===== config.mk =====
export PLATFORM = sky130hd
export DESIGN_NAME = phy_event_status_and_error_counters
export DESIGN_NICKNAME = d
export VERILOG_FILES = /design/src/logic/phy_event_pkg.sv /design/src/logic/phy_event_status_and_error_counters.sv
export VERILOG_INCLUDE_DIRS = /design/src /design/src/logic
export SDC_FILE = /design/constraint.sdc
export NUM_CORES = 1
export LEC_CHECK = 0
export BUFFER_PORTS_ARGS = -buffer_cell sky130_fd_sc_hd__buf_2
export CORE_MARGIN = 1
export CORE_UTILIZATION = 25
export CTS_BUF_LIST = sky130_fd_sc_hd__clkbuf_8 sky130_fd_sc_hd__clkbuf_16
export DETAILED_ROUTE_END_ITERATION = 12
export HOLD_SLACK_MARGIN = 0.1
export PLACE_DENSITY = 0.48
export SLEW_MARGIN = 0
export SYNTH_ARGS = -nofsm -noshare
export SYNTH_HDL_FRONTEND = slang
export SYNTH_SLANG_ARGS = --single-unit

===== constraint.sdc =====
create_clock -name pclk -period 3.81 [get_ports pclk]
set_input_delay 0.381 -clock pclk [delete_from_list [all_inputs] [get_ports pclk]]
set_output_delay 0.381 -clock pclk [all_outputs]
set_load 0.02 [all_outputs]

===== src/logic/phy_event_params.svh =====
// Purpose: Offsets, field positions, reset values of the event status block
// Assumes: APB byte addresses are four times the register index
// Notes:   Included by the top module, the checker and the bench
`ifndef PHY_EVENT_PARAMS_SVH
`define PHY_EVENT_PARAMS_SVH

// ****************************************************************
// Register indices and byte addresses
// ****************************************************************
`define IDX_CONTROL           16'h0011
`define IDX_STATUS_ONE        16'h0012
`define IDX_STATUS_TWO        16'h0013
`define IDX_FALSE_CARRIER     16'h0014
`define IDX_RX_ERROR          16'h0015
`define ADDR_CONTROL          8'h44
`define ADDR_STATUS_ONE       8'h48
`define ADDR_STATUS_TWO       8'h4C
`define ADDR_FALSE_CARRIER    8'h50
`define ADDR_RX_ERROR         8'h54

// ****************************************************************
// Field positions
// ****************************************************************
`define CTRL_INT_EN_BIT       1
`define CTRL_INT_OE_BIT       0
`define ONE_FC_HALF_BIT       9
`define ONE_RE_HALF_BIT       8
`define ONE_FC_EN_BIT         1
`define ONE_RE_EN_BIT         0
`define TWO_PEND_LSB          8
`define TWO_EN_LSB            0
`define TWO_MASK              16'h7F7F
`define TWO_COR_MASK          7'h7E
`define ONE_COR_MASK          7'h03

// ****************************************************************
// Reset values and counter limits
// ****************************************************************
`define RESET_WORD            16'h0000
`define FC_MAX                8'hFF
`define FC_HALF               8'h7F
`define RE_MAX                16'hFFFF
`define RE_HALF               16'h7FFF

`endif


===== src/logic/phy_event_pkg.sv =====
// Purpose: Types of the event status block
// Assumes: Nothing
// Notes:   Event order matches status bits 14 down to 8
package phy_event_pkg;
    typedef enum logic [2:0] {
        APB_IDLE   = 3'b001,
        APB_SETUP  = 3'b010,
        APB_ACCESS = 3'b100
    } apb_phase_t;
    typedef logic [6:0] event_vec_t;
endpackage : phy_event_pkg


===== src/logic/phy_event_status_and_error_counters.sv =====
// Purpose: Event status, enables and error counters of a PHY, over APB
// Assumes: Event inputs are one-cycle pulses synchronous to pclk
// Notes:   Status and counters clear on APB read, except the jabber bit; events win over clear
`timescale 1ns/1ps
`include "phy_event_params.svh"

module phy_event_status_and_error_counters
    import phy_event_pkg::*;
#(
    parameter int ADDR_WIDTH = 8
) (
    // Clock and reset
    input  wire logic                  pclk,
    input  wire logic                  presetn,
    // APB slave
    input  wire logic                  psel,
    input  wire logic                  penable,
    input  wire logic                  pwrite,
    input  wire logic [ADDR_WIDTH-1:0] paddr,
    input  wire logic [31:0]           pwdata,
    input  wire logic [3:0]            pstrb,
    output logic      [31:0]           prdata,
    output logic                       pready,
    output logic                       pslverr,
    // Event pulses
    input  wire logic                  autoneg_fault_event,
    input  wire logic                  page_received_event,
    input  wire logic                  loop_fifo_fault_event,
    input  wire logic                  crossover_change_event,
    input  wire logic                  sleep_mode_event,
    input  wire logic                  polarity_change_event,
    input  wire logic                  jabber_event,
    input  wire logic                  false_carrier_event,
    // Receive path state
    input  wire logic                  rx_dv,
    input  wire logic                  carrier_valid,
    input  wire logic                  invalid_symbol,
    input  wire logic                  mii_loopback,
    // Shared interrupt / power-down pin
    input  wire logic                  irq_powerdown_pin_in,
    output logic                       irq_powerdown_pin_out_n,
    output logic                       irq_powerdown_pin_oe,
    output logic                       powerdown_request
);

    // ****************************************************************
    // Parameter check
    // ****************************************************************
    // Decoder compares the low byte against the register map
    if (ADDR_WIDTH < 8) begin : g_bad_addr_width
        $error("ADDR_WIDTH must be at least 8");
    end

    // ****************************************************************
    // Register state
    // ****************************************************************
    apb_phase_t  phase;
    event_vec_t  two_pending;
    event_vec_t  two_enable;
    logic [1:0]  one_pending;
    logic [1:0]  one_enable;
    logic        int_en;
    logic        int_oe;
    logic [7:0]  false_carrier_tally;
    logic [15:0] rx_error_tally;

    event_vec_t  raw_events;
    logic        wr_take;
    logic        rd_take;
    logic        hit_ctrl;
    logic        hit_one;
    logic        hit_two;
    logic        hit_fc;
    logic        hit_re;
    logic        hit_any;
    logic        fc_inc;
    logic        re_inc;
    logic        fc_half_event;
    logic        re_half_event;
    logic        irq_request;
    logic [15:0] next_read;

    // Named status and enable fields
    logic        autoneg_fault_pending;
    logic        page_received_pending;
    logic        loop_fifo_fault_pending;
    logic        crossover_change_pending;
    logic        sleep_mode_pending;
    logic        polarity_change_pending;
    logic        jabber_pending;
    logic        autoneg_fault_enable;
    logic        page_received_enable;
    logic        loop_fifo_fault_enable;
    logic        crossover_change_enable;
    logic        sleep_mode_enable;
    logic        polarity_change_enable;
    logic        jabber_enable;
    logic        false_carrier_half_pending;
    logic        rx_error_half_pending;
    logic        false_carrier_half_enable;
    logic        rx_error_half_enable;

    // Values reported by the read in progress
    event_vec_t  two_reported;
    logic [1:0]  one_reported;
    logic [7:0]  fc_reported;
    logic [15:0] re_reported;
    event_vec_t  one_after_read;
    logic [15:0] fc_after_read;
    logic [15:0] re_after_read;

    function automatic logic addr_is(input logic [ADDR_WIDTH-1:0] a,
                                     input logic [7:0] target);
        addr_is = (a[7:0] == target) && (a >> 8 == '0);
    endfunction : addr_is

    // Clear only what the read word showed; new events stay
    function automatic event_vec_t flags_after_read(input event_vec_t now,
                                                    input event_vec_t seen,
                                                    input event_vec_t mask,
                                                    input event_vec_t events);
        flags_after_read = (now & ~(seen & mask)) | events;
    endfunction : flags_after_read

    // Counts gained after the read word was taken survive the clear
    function automatic logic [15:0] count_after_read(input logic [15:0] now,
                                                     input logic [15:0] seen,
                                                     input logic        step);
        count_after_read = now - seen + {15'h0000, step};
    endfunction : count_after_read

    assign raw_events = {autoneg_fault_event, page_received_event, loop_fifo_fault_event,
                         crossover_change_event, sleep_mode_event,
                         polarity_change_event, jabber_event};
    assign hit_ctrl   = addr_is(paddr, `ADDR_CONTROL);
    assign hit_one    = addr_is(paddr, `ADDR_STATUS_ONE);
    assign hit_two    = addr_is(paddr, `ADDR_STATUS_TWO);
    assign hit_fc     = addr_is(paddr, `ADDR_FALSE_CARRIER);
    assign hit_re     = addr_is(paddr, `ADDR_RX_ERROR);
    assign hit_any    = hit_ctrl | hit_one | hit_two | hit_fc | hit_re;
    // Access completes in the second access cycle, when pready is high
    assign wr_take    = psel & penable & pready & pwrite & hit_any;
    assign rd_take    = psel & penable & pready & ~pwrite & hit_any;

    // ****************************************************************
    // Named fields
    // ****************************************************************
    assign autoneg_fault_pending      = two_pending[6];
    assign page_received_pending      = two_pending[5];
    assign loop_fifo_fault_pending    = two_pending[4];
    assign crossover_change_pending   = two_pending[3];
    assign sleep_mode_pending         = two_pending[2];
    assign polarity_change_pending    = two_pending[1];
    assign jabber_pending             = two_pending[0];
    assign autoneg_fault_enable       = two_enable[6];
    assign page_received_enable       = two_enable[5];
    assign loop_fifo_fault_enable     = two_enable[4];
    assign crossover_change_enable    = two_enable[3];
    assign sleep_mode_enable          = two_enable[2];
    assign polarity_change_enable     = two_enable[1];
    assign jabber_enable              = two_enable[0];
    assign false_carrier_half_pending = one_pending[1];
    assign rx_error_half_pending      = one_pending[0];
    assign false_carrier_half_enable  = one_enable[1];
    assign rx_error_half_enable       = one_enable[0];

    // ****************************************************************
    // Read word in flight
    // ****************************************************************
    // Word was taken one cycle before the clear lands
    assign two_reported   = prdata[`TWO_PEND_LSB +: 7];
    assign one_reported   = {prdata[`ONE_FC_HALF_BIT], prdata[`ONE_RE_HALF_BIT]};
    assign fc_reported    = prdata[7:0];
    assign re_reported    = prdata[15:0];
    assign one_after_read = flags_after_read({5'h00, one_pending},
                                             {5'h00, one_reported},
                                             `ONE_COR_MASK,
                                             {5'h00, fc_half_event, re_half_event});
    assign fc_after_read  = count_after_read({8'h00, false_carrier_tally},
                                             {8'h00, fc_reported},
                                             false_carrier_event);
    assign re_after_read  = count_after_read(rx_error_tally, re_reported, re_inc);

    // ****************************************************************
    // APB handshake: one wait state
    // ****************************************************************
    always_ff @(posedge pclk or negedge presetn) begin
        if (!presetn) begin
            phase  <= APB_IDLE;
            pready <= 1'b0;
        end else begin
            unique case (phase)
                APB_IDLE: begin
                    pready <= 1'b0;
                    if (psel && !penable) begin
                        phase <= APB_SETUP;
                    end
                end
                APB_SETUP: begin
                    pready <= 1'b1;
                    phase  <= APB_ACCESS;
                end
                APB_ACCESS: begin
                    pready <= 1'b0;
                    phase  <= APB_IDLE;
                end
            endcase
        end
    end

    // ****************************************************************
    // Read data and error response
    // ****************************************************************
    always_comb begin
        next_read = `RESET_WORD;
        if (hit_ctrl) begin
            next_read[`CTRL_INT_EN_BIT] = int_en;
            next_read[`CTRL_INT_OE_BIT] = int_oe;
        end else if (hit_one) begin
            next_read[`ONE_FC_HALF_BIT] = false_carrier_half_pending;
            next_read[`ONE_RE_HALF_BIT] = rx_error_half_pending;
            next_read[`ONE_FC_EN_BIT]   = false_carrier_half_enable;
            next_read[`ONE_RE_EN_BIT]   = rx_error_half_enable;
        end else if (hit_two) begin
            next_read = {1'b0,
                         autoneg_fault_pending, page_received_pending,
                         loop_fifo_fault_pending, crossover_change_pending,
                         sleep_mode_pending, polarity_change_pending, jabber_pending,
                         1'b0,
                         autoneg_fault_enable, page_received_enable,
                         loop_fifo_fault_enable, crossover_change_enable,
                         sleep_mode_enable, polarity_change_enable, jabber_enable};
        end else if (hit_fc) begin
            next_read = {8'h00, false_carrier_tally};
        end else if (hit_re) begin
            next_read = rx_error_tally;
        end
    end

    // Read word is captured at the end of setup, ready with pready
    always_ff @(posedge pclk or negedge presetn) begin
        if (!presetn) begin
            prdata  <= 32'h0000_0000;
            pslverr <= 1'b0;
        end else if (phase == APB_SETUP) begin
            prdata  <= {16'h0000, next_read};
            pslverr <= ~hit_any;
        end else if (phase == APB_ACCESS) begin
            prdata  <= 32'h0000_0000;
            pslverr <= 1'b0;
        end
    end

    // ****************************************************************
    // Control and enable writes
    // ****************************************************************
    always_ff @(posedge pclk or negedge presetn) begin
        if (!presetn) begin
            int_en     <= 1'b0;
            int_oe     <= 1'b0;
            one_enable <= 2'b00;
            two_enable <= '0;
        end else if (wr_take && pstrb[0]) begin
            if (hit_ctrl) begin
                int_en <= pwdata[`CTRL_INT_EN_BIT];
                int_oe <= pwdata[`CTRL_INT_OE_BIT];
            end
            if (hit_one) begin
                one_enable <= {pwdata[`ONE_FC_EN_BIT], pwdata[`ONE_RE_EN_BIT]};
            end
            if (hit_two) begin
                two_enable <= pwdata[6:0];
            end
        end
    end

    // ****************************************************************
    // Event status, second register
    // ****************************************************************
    // Set wins over clear; jabber bit is not cleared by read
    always_ff @(posedge pclk or negedge presetn) begin
        if (!presetn) begin
            two_pending <= '0;
        end else if (rd_take && hit_two) begin
            two_pending <= flags_after_read(two_pending, two_reported,
                                            `TWO_COR_MASK, raw_events);
        end else begin
            two_pending <= two_pending | raw_events;
        end
    end
    // Bits 14..9 map autoneg, page, loop fifo, crossover, sleep, polarity

    // ****************************************************************
    // False carrier counter
    // ****************************************************************
    assign fc_inc        = false_carrier_event && (false_carrier_tally != `FC_MAX);
    assign fc_half_event = fc_inc && (false_carrier_tally == `FC_HALF);

    always_ff @(posedge pclk or negedge presetn) begin
        if (!presetn) begin
            false_carrier_tally <= 8'h00;
        end else if (rd_take && hit_fc) begin
            false_carrier_tally <= fc_after_read[7:0];
        end else if (fc_inc) begin
            false_carrier_tally <= false_carrier_tally + 8'h01;
        end
    end

    // ****************************************************************
    // Receive error counter
    // ****************************************************************
    assign re_inc = carrier_valid && rx_dv && invalid_symbol && !mii_loopback;
    assign re_half_event = re_inc && (rx_error_tally == `RE_HALF);

    always_ff @(posedge pclk or negedge presetn) begin
        if (!presetn) begin
            rx_error_tally <= 16'h0000;
        end else if (rd_take && hit_re) begin
            rx_error_tally <= re_after_read;
        end else if (re_inc && rx_error_tally != `RE_MAX) begin
            rx_error_tally <= rx_error_tally + 16'h0001;
        end
    end

    // ****************************************************************
    // Half-full status in first register
    // ****************************************************************
    always_ff @(posedge pclk or negedge presetn) begin
        if (!presetn) begin
            one_pending <= 2'b00;
        end else if (rd_take && hit_one) begin
            one_pending <= one_after_read[1:0];
        end else begin
            one_pending <= one_pending | {fc_half_event, re_half_event};
        end
    end

    // ****************************************************************
    // Interrupt pin
    // ****************************************************************
    assign irq_request = int_en && int_oe &&
                         (|(two_pending & two_enable) ||
                          |(one_pending & one_enable));

    always_ff @(posedge pclk or negedge presetn) begin
        if (!presetn) begin
            irq_powerdown_pin_out_n <= 1'b1;
            irq_powerdown_pin_oe    <= 1'b0;
            powerdown_request       <= 1'b0;
        end else begin
            irq_powerdown_pin_out_n <= ~irq_request;
            irq_powerdown_pin_oe    <= int_oe;
            powerdown_request       <= ~int_oe & ~irq_powerdown_pin_in;
        end
    end

endmodule : phy_event_status_and_error_counters


==> flow_summary.yaml, run 1 <==
status:
  outcome: "finished, final reports clean"
worst_setup_path:
  cp-end-kind: "register"
  r2r-end: "rx_error_tally[14]"
  crit_path_cell_trace: "buf_2 > and4b_1 > inv_1 > ha_1 > inv_1 > ha_1 > fa_1 > a21o_1 > a21oi_1 > o21ai_1 > a31oi_1 > o211ai_1 > and3_1"
  max_stage_delay_ns: 0.47
  cp_max_fo: 6
  rrSetupSlack_ns: 0.79
  rr_worst_depth: 10
  crit_buf_inv: 3
  startpoint_type: "primary input"
  crit_start: "mii_loopback"
  worst_path_max_delay_cell: "a31oi_1"
  critPathKind: "primary input to register"
  r2r_start: "prdata[0]"
  critPathTopFamily: "compound AO/OA/AOI/OAI gates"
  cp.arrival_ns: 3.41
  required_ns: 4.03
timing:
  drv_slew: 0
  fin_ws_ns: 0.627
  fmax_mhz: 314
  post-route-period-util_pct: 83.5
  relSlewSlack_pct: 43.7
  tightest_slew_ns: 0.844
  skew_ns: 0.00846
  finalHoldViolCount: 0
  rsz0062_at_grt: "no"
  setup_viol: 0
  min_period_ns: 3.18
  fin_tns_setup_ns: 0
layout:
  fillers: 2116
  fin_area_um2: 5810
  area_growth_pct: 16.4
  fin_nets: 691
  diodes: 0
  multi_input_area_um2: 3030
  drive_above_1_share_pct: 16.9
  ff_latch_area_um2: 1700
  instances_no_fill: 851
synthesis:
  synth_area_um2: 4990
  synthXorXnorAreaFrac_pct: 6.49
  syn_area_per_cell_um2: 9.47
  async_reset_ff_share_pct: 100
  muxShareOfSynthArea_pct: 4.41
  synth-edff-count: 0
  ys_seq_area_share_pct: 34.1
  syn_inst: 527
  synthSimpleGateAreaFrac_pct: 17.9
  synth_warnings: 0
  synth_top_family_by_area: "compound AO/OA/AOI/OAI gates"
  synth_seq_cells: 68
  synth_cell_types: 72
  yosys_most_used_dff: "dfrtp_1"
  synth-compound-area-share_pct: 18.3
  synthAdderAreaFrac_pct: 12.3
placement:
  dp_slack_ns: 0.300
  dp.cells: 834
  place_area_um2: 5470
  gp_congestion: 0.794
  numPortBuffers: 54
  hpwl_um: 10700
drt:
  drtIter0Drc: 160
  viasPerCell: 4.73
  avgRoutedWirePerCell_um: 16.0
  drcViolationCount: 0
  num_vias: 4028
  dr.pass1.iters: 4
  antenna_left: 0
  wirelength_um: 13600
power:
  p_int_mw: 1.91
  ir_drop_mv: 0.443
  combinationalPowerShare_pct: 38.8
  netSwitchingFraction_pct: 37.8
  leakage_nw: 2.52
  pwr-share-clk_pct: 30.5
  p_seq_share_pct: 30.7
  power_density_nw_per_um2: 528
  p_sw_mw: 1.16
  finalPower_mw: 3.07
floorplan:
  start_util_pct: 25.6
  die_w_um: 143
  fp-row-count: 51
  die_area_um2: 20500
  coreArea_um2: 19500
  die_h_um: 143
  pin_count: 99
clock_tree:
  cts_tree: "done"
  clkSinkCount: 68
  cts_buffers: 9
  htree_levels: 3
  clockBufferDepth: 2
  cts_root_buf: "clkbuf_16"
  cts_resized: 0
  clkTransAtPathRegs_ns: 0.06
  clk_latency_ns: 0.34
grt:
  antenna_found_initial: 0
  grt-ovfl-total: 0
  grt_pass1_wl_um: 22000
  track_usage_pct: 14.2
  grt_max_degree: 48
  first_global_vias: 4110
hold_path:
  min_from: "irq_powerdown_pin_in"
  hold_depth: 2
  hp-class: "primary input to register"
  holdPathEnd: "powerdown_request"
flow_run:
  drv_cap: 0
[power by group through the flow]
stage | Combinational, mW | Sequential [mW] | Clock (mW)
floorplan | 0.922 | 0.937 | 0
global placement | 1.17 | 0.956 | 0
detailed placement | 1.19 | 0.958 | 0
CTS | 1.20 | 0.944 | 0.958
global route | 1.35 | 0.959 | 0.982
finish | 1.19 | 0.943 | 0.937
[cells by family (layout without fill, tap and decap cells)]
logic type / Yosys count / after routing
compound gates: 138 / 138
xor+xnor: 37 / 37
fa+ha+maj: 48 / 48
buf+inv: 61 / 105
flops: 68 / 68
mux: 18 / 18
other cells: 1 / 16
simple gates: 156 / 156
[state kept, by name (all words and copies together), names as in the netlist]
register / flops
prdata: 16
rx_error_tally: 16
false_carrier_tally: 8
two_enable: 7
two_pending: 7
phase: 3
one_enable: 2
one_pending: 2
int_en: 1
int_oe: 1
irq_powerdown_pin_oe: 1
irq_powerdown_pin_out_n: 1
powerdown_request: 1
pready: 1
pslverr: 1
[layout by cell type, fill, tap and decap left out, types with 3 or more instances in the layout]
master,count
a211oi_1,3
a21o_1,12
a21oi_1,34
a22o_1,9
a22oi_1,6
a31oi_1,3
a32o_1,3
and2_1,6
and3_1,4
and4_1,3
buf_2,54
clkbuf_16,9
conb_1,16
dfrtp_1,66
ha_1,46
inv_1,30
mux2_1,4
mux2_4,7
mux2i_1,7
nand2_1,50
nand2b_1,7
nand3_1,14
nand4_1,9
nor2_1,25
nor3_1,10
o211ai_1,6
o21a_1,8
o21ai_0,7
o21ai_1,25
o31ai_1,6
or3_1,4
xnor2_1,22
xor2_1,15
[per-stage QoR]
stage	util [%]	hold slack, ns
after floorplan	-	0.0854
after global placement	28.0	0.417
after detailed placement	28.0	0.424
after CTS	29.8	0.178
after global routing	29.8	0.189
final	29.8	0.190
[area by class of cell]
class                   instances  area share, %
clock inverters                 6           1.61
repair buffers                 57           5.08
flip-flops and latches         68           29.3
clock buffers                  10           4.11
inverters                      32           2.07
well taps                     265           5.71
multi-input cells             413           52.1
[cells in the mapped netlist, types with 3 or more instances]
cell      number  area (µm²)
o211ai_1       6        45.0
nor2_1        25        93.8
nand4_1        9        56.3
and4_1         3        26.3
a21oi_1       34         170
and2_1         6        37.5
buf_2          4        20.0
o21ai_0        7        35.0
xor2_1        15         131
a211oi_1       3        22.5
dfrtp_1       66        1650
o31ai_1        6        45.0
or3_1          4        25.0
a22oi_1        6        45.0
nand2_1       50         188
mux2i_1        7        70.1
nor3_1        10        50.1
mux2_4         7         105
o21ai_1       25         125
a22o_1         9        78.8
a31oi_1        3        18.8
nand2b_1       7        43.8
inv_1         30         113
ha_1          46         576
clkbuf_1       7        26.3
buf_4         16         120
o21a_1         8        60.1
and3_1         4        25.0
a32o_1         3        30.0
a21o_1        12        90.1
xnor2_1       22         193
mux2_1         4        45.0
nand3_1       14        70.1
[how the worst max path moves through the flow]
stage	endpoint	slack, ns	depth (start not counted)
finish	rx_error_tally[14]	0.63	13
global route	rx_error_tally[14]	0.45	13
CTS	rx_error_tally[14]	0.63	13
detailed placement	rx_error_tally[14]	0.30	13
global placement	rx_error_tally[14]	0.36	13
floorplan	rx_error_tally[14]	0.79	13
[metal layers]
| metal | part of all wire (%) | up-vias | global-route usage (%) | wire length (µm) |
|---|---|---|---|---|
| li1 | - | 1988 | - | - |
| met1 | 46 | 1953 | 18.4 | 6310 |
| met2 | 48 | 70 | 23.6 | 6530 |
| met3 | 3.5 | 17 | 2.20 | 481 |
| met4 | 2.1 | 0 | 5.26 | 281 |
| met5 | 0 | - | 0 | 0 |
[what timing repair did]
| item | in CTS | in global routing |
|---|---|---|
| hold endpoints to repair | 21 | 0 |
| buffers inserted | 0 | 0 |
| hold buffers | 1 | 0 |
No activity file was read; power rests on OpenSTA's default activity.
==> run 2, diff against run 1 <==
clock period = 3.1 ns   (was 3.81 ns; I/O delays follow)
==> run 2 against run 1 <==
Cell count is 1.2% higher; wire length rose by 1.2%; register-to-register slack worse by 0.41 ns; critical path type is now register to register; critical endpoint unchanged; largest cell class unchanged; highest routed layer unchanged.
==> flow_summary.yaml, run 2 (synthesis gave the netlist of run 1 again) <==
timing:
  rsz0062_at_grt: "no"
  tightest_slew_ns: 0.808
  post-route-period-util_pct: 87.9
  finalHoldViolCount: 0
  fmax_mhz: 367
  skew_ns: 0.00557
  drv_slew: 0
  setup_viol: 0
  fin_tns_setup_ns: 0
  relSlewSlack_pct: 46.1
  min_period_ns: 2.72
layout:
  drive_above_1_share_pct: 18.1
  fin_nets: 701
  area_growth_pct: 17.3
  top_regs: "prdata x16, rx_error_tally x16, false_carrier_tally x8"
  final_cell_mix: "dfrtp_1, buf_2, nand2_1"
  diodes: 0
  final_common_cell: "dfrtp_1"
grt:
  grt_max_degree: 27
  track_usage_pct: 14.4
  grt-ovfl-total: 0
  first_global_vias: 4117
  grt_pass1_wl_um: 22300
  antenna_found_initial: 0
floorplan:
  die_h_um: 143
  coreArea_um2: 19500
  pin_count: 99
  start_util_pct: 25.6
  die_area_um2: 20500
  fp-row-count: 51
  die_w_um: 143
power:
  finalPower_mw: 3.73
  power_density_nw_per_um2: 637
  ir_drop_mv: 0.383
  leakage_nw: 2.55
clock_tree:
  clk_latency_ns: 0.34
  clkSinkCount: 68
  cts_buffers: 9
  post-cts-setup-buffers: 0
  clkTransAtPathRegs_ns: 0.06
  cts_tree: "done"
  clockBufferDepth: 2
  htree_levels: 3
  cts_root_buf: "clkbuf_16"
worst_setup_path:
  cp-end-kind: "register"
  cp_max_fo: 5
  startpoint_type: "register"
  rr_worst_depth: 12
  required_ns: 3.33
  critPathKind: "register to register"
  cp.arrival_ns: 2.96
hold_path:
  hold_depth: 2
  hp-class: "primary input to register"
drt:
  wirelength_um: 13800
  avgRoutedWirePerCell_um: 16.0
  antenna_left: 0
  drtIter0Drc: 219
  drcViolationCount: 0
  viasPerCell: 4.71
  num_vias: 4057
  dr.pass1.iters: 4
flow_run:
  drv_cap: 0
placement:
  numPortBuffers: 54
  hpwl_um: 10800
  gp_congestion: 0.799
status:
  outcome: "finished, final reports clean"
[run 2: per-layer routing]
metal  global-route usage, %  vias up  share of wire [%]  wire (µm)
li1                        -     2013                  -          -
met1                    18.6     1939                 46       6380
met2                    24.5       96                 49       6730
met3                    2.57        9                3.7        506
met4                    4.20        0                1.1        150
met5                       0        -                  0          0
[run 2: report_power, final]
part	internal [mW]	switching [mW]	leakage [nW]	total, mW
registers	1.00	0.159	0.865	1.16
logic	0.655	0.870	1.54	1.52
clock network	0.626	0.417	0.142	1.04
total	2.28	1.45	2.55	3.73
[run 2: worst paths after layout]
| check | startpoint | endpoint | slack [ns] |
|---|---|---|---|
| max | prdata[0] | rx_error_tally[14] | 0.38 |
| min | sleep_mode_event | two_pending[2] | 0.15 |
| max reg2reg | prdata[0] | rx_error_tally[14] | 0.38 |
| min reg2reg | int_oe | irq_powerdown_pin_oe | 0.46 |
| max in group asynchronous | presetn | rx_error_tally[6] | 1.80 |
| min in group asynchronous | presetn | false_carrier_tally[3] | 0.53 |
[run 2: stage by stage]
| stage | hold WS, ns | cell area [µm²] | util (%) | std cells | setup slack (ns) |
|---|---|---|---|---|---|
| 2_1_floorplan | 0.0144 | 5050 | - | 542 | 0.155 |
| 3_3_place_gp | 0.359 | 5540 | 28.3 | 843 | 0.0654 |
| 3_5_place_dp | 0.370 | 5540 | 28.3 | 843 | 0.0610 |
| 4_1_cts | 0.135 | 5860 | 30.0 | 861 | 0.348 |
| 5_1_grt | 0.142 | 5860 | 30.0 | 861 | 0.205 |
| 6_report | 0.147 | 5860 | 30.0 | 861 | 0.375 |
[run 2: worst max-delay path, cell delays in order, from the launching register on]
cell,delay (ns)
dfrtp_1,0.46
ha_1,0.31
inv_1,0.04
ha_1,0.20
fa_1,0.42
a21o_1,0.18
a21oi_1,0.14
buf_4,0.14
o21ai_1,0.09
a31oi_1,0.18
buf_4,0.17
o211ai_1,0.10
and3_1,0.19
[run 2: layout make-up]
cell class	instances	area, µm²
clock buffers	9	225
clock inverters	7	76.3
fillers	2120	13700
inverters	32	120
multi-input cells	413	3030
flip-flops and latches	68	1700
well taps	265	332
repair buffers	67	373
[run 2: what timing repair did]
| item | 4_1_cts | 5_1_grt |
|---|---|---|
| hold buffers | 2 | 0 |
| resized for setup | 0 | 0 |
| hold endpoints to repair | 23 | 0 |
==> run 3, diff against run 2 <==
CORE_MARGIN = 3   (was 1)
==> run 3 against run 2 <==
Global-route usage is 1.0 points lower; cell count is 0.12% lower; first-iteration DRC count is 15% lower; non-clock buffer count is 1 lower; critical path type is now primary input to register; die area is 5.7% higher; via count is 2.8% higher; sequential power hardly changed; total power is 2.5% higher; critical path depth is 3 higher; design area is 0.17% higher; combinational power hardly changed; highest routed layer unchanged; flip-flop and latch count stayed put.
==> flow_summary.yaml, run 3 (synthesis gave the netlist of run 1 again) <==
worst_setup_path:
  rr_worst_depth: 12
  crit_start: "mii_loopback"
  critPathTopFamily: "adder cells"
  required_ns: 3.34
  worst_path_max_delay_cell: "fa_1"
  rrSetupSlack_ns: 0.49
  cp.arrival_ns: 2.91
  crit_path_cell_trace: "buf_2 > and4b_1 > inv_1 > ha_1 > inv_1 > ha_1 > fa_1 > a21o_1 > a21oi_1 > buf_4 > o21ai_1 > a31oi_1 > buf_4 > o211ai_1 > and3_1"
  cp-end-kind: "register"
  max_stage_delay_ns: 0.41
  r2r_start: "prdata[0]"
  crit_buf_inv: 5
  startpoint_type: "primary input"
  cp_max_fo: 5
  r2r-end: "rx_error_tally[14]"
  critPathKind: "primary input to register"
floorplan:
  die_w_um: 147
  coreArea_um2: 19500
  fp-row-count: 51
  pin_count: 99
  die_h_um: 147
  start_util_pct: 25.6
  die_area_um2: 21700
timing:
  post-route-period-util_pct: 86.3
  drv_slew: 0
  fmax_mhz: 374
  fin_ws_ns: 0.425
  relSlewSlack_pct: 27.0
  skew_ns: 0.00872
  finalHoldViolCount: 0
  rsz0062_at_grt: "no"
  tightest_slew_ns: 1.10
  setup_viol: 0
  fin_tns_setup_ns: 0
  min_period_ns: 2.67
layout:
  diodes: 0
  area_growth_pct: 17.5
  instances_no_fill: 860
  fin_nets: 700
  final_cell_mix: "dfrtp_1, buf_2, nand2_1"
  final_common_cell: "dfrtp_1"
  drive_above_1_share_pct: 18.3
  top_regs: "prdata x16, rx_error_tally x16, false_carrier_tally x8"
clock_tree:
  cts_root_buf: "clkbuf_16"
  cts_tree: "done"
  holdBufCountCts: 0
  cts_buffers: 9
  clkTransAtPathRegs_ns: 0.06
  clkSinkCount: 68
  cts_resized: 0
  clockBufferDepth: 2
  htree_levels: 3
  post-cts-setup-buffers: 0
  clk_latency_ns: 0.35
drt:
  wirelength_um: 14100
  viasPerCell: 4.85
  antenna_left: 0
  avgRoutedWirePerCell_um: 16.4
  num_vias: 4169
  dr.pass1.iters: 4
  drcViolationCount: 0
  drtIter0Drc: 187
hold_path:
  hold_depth: 2
  min_from: "irq_powerdown_pin_in"
  hp-class: "primary input to register"
  holdPathEnd: "powerdown_request"
placement:
  dp.cells: 844
  numPortBuffers: 54
  dp_slack_ns: 0.0965
  gp_congestion: 0.808
  hpwl_um: 11000
grt:
  track_usage_pct: 13.4
  grt_max_degree: 47
  first_global_vias: 4179
  grt_pass1_wl_um: 22900
  antenna_found_initial: 0
  grt-ovfl-total: 0
status:
  outcome: "finished, final reports clean"
power:
  leakage_nw: 2.56
  ir_drop_mv: 0.441
  power_density_nw_per_um2: 651
flow_run:
  drv_cap: 0
## run 3: worst register-to-register path, delay by kind of cell (launching register included)
| family | cells | cell delay (ns) |
|---|---|---|
| and+or+nand+nor | 1 | 0.18 |
| AOI/OAI and AO/OA | 5 | 0.70 |
| adders and majority gates | 3 | 0.88 |
| buffers and inverters | 3 | 0.35 |
| DFF | 1 | 0.40 |
## run 3: cell type report
class,instances,area (µm²)
Inverter,32,120
Sequential cell,68,1700
Fill cell,2111,13700
Clock buffer,9,225
Tap cell,265,332
Multi-Input combinational cell,413,3030
Timing Repair Buffer,66,360
Clock inverter,7,98.8
## run 3: worst max-delay path by stage
stage	depth (start not counted)	slack, ns	end
after detailed placement	15	0.1	rx_error_tally[14]
after global placement	15	0.06	rx_error_tally[14]
final	15	0.43	rx_error_tally[14]
after floorplan	13	0.16	rx_error_tally[14]
after CTS	15	0.43	rx_error_tally[14]
after global routing	15	0.22	rx_error_tally[14]
## run 3: power breakdown
part | total [mW] | switching [mW] | leakage [nW] | internal (mW)
sequential | 1.16 | 0.161 | 0.865 | 1.00
clock | 1.14 | 0.431 | 0.156 | 0.710
combinational | 1.52 | 0.864 | 1.54 | 0.654
total | 3.82 | 1.46 | 2.56 | 2.37
## run 3: metal layers
metal,wire length [µm],share of wire (%),global-route usage [%],up-vias
li1,-,-,-,2002
met1,6580,47,18.0,2034
met2,6590,47,21.1,105
met3,490,3.5,1.97,28
met4,456,3.2,6.57,0
met5,0,0,0,-
## run 3: stage by stage
step	utilization (%)	power [mW]	instance area [µm²]	hold slack, ns
6_report	30.0	3.82	5870	0.117
5_1_grt	30.0	4.09	5870	0.117
4_1_cts	30.0	3.86	5870	0.107
3_5_place_dp	28.4	2.70	5540	0.433
3_3_place_gp	28.4	2.67	5540	0.455
2_1_floorplan	-	2.29	5050	0.0144
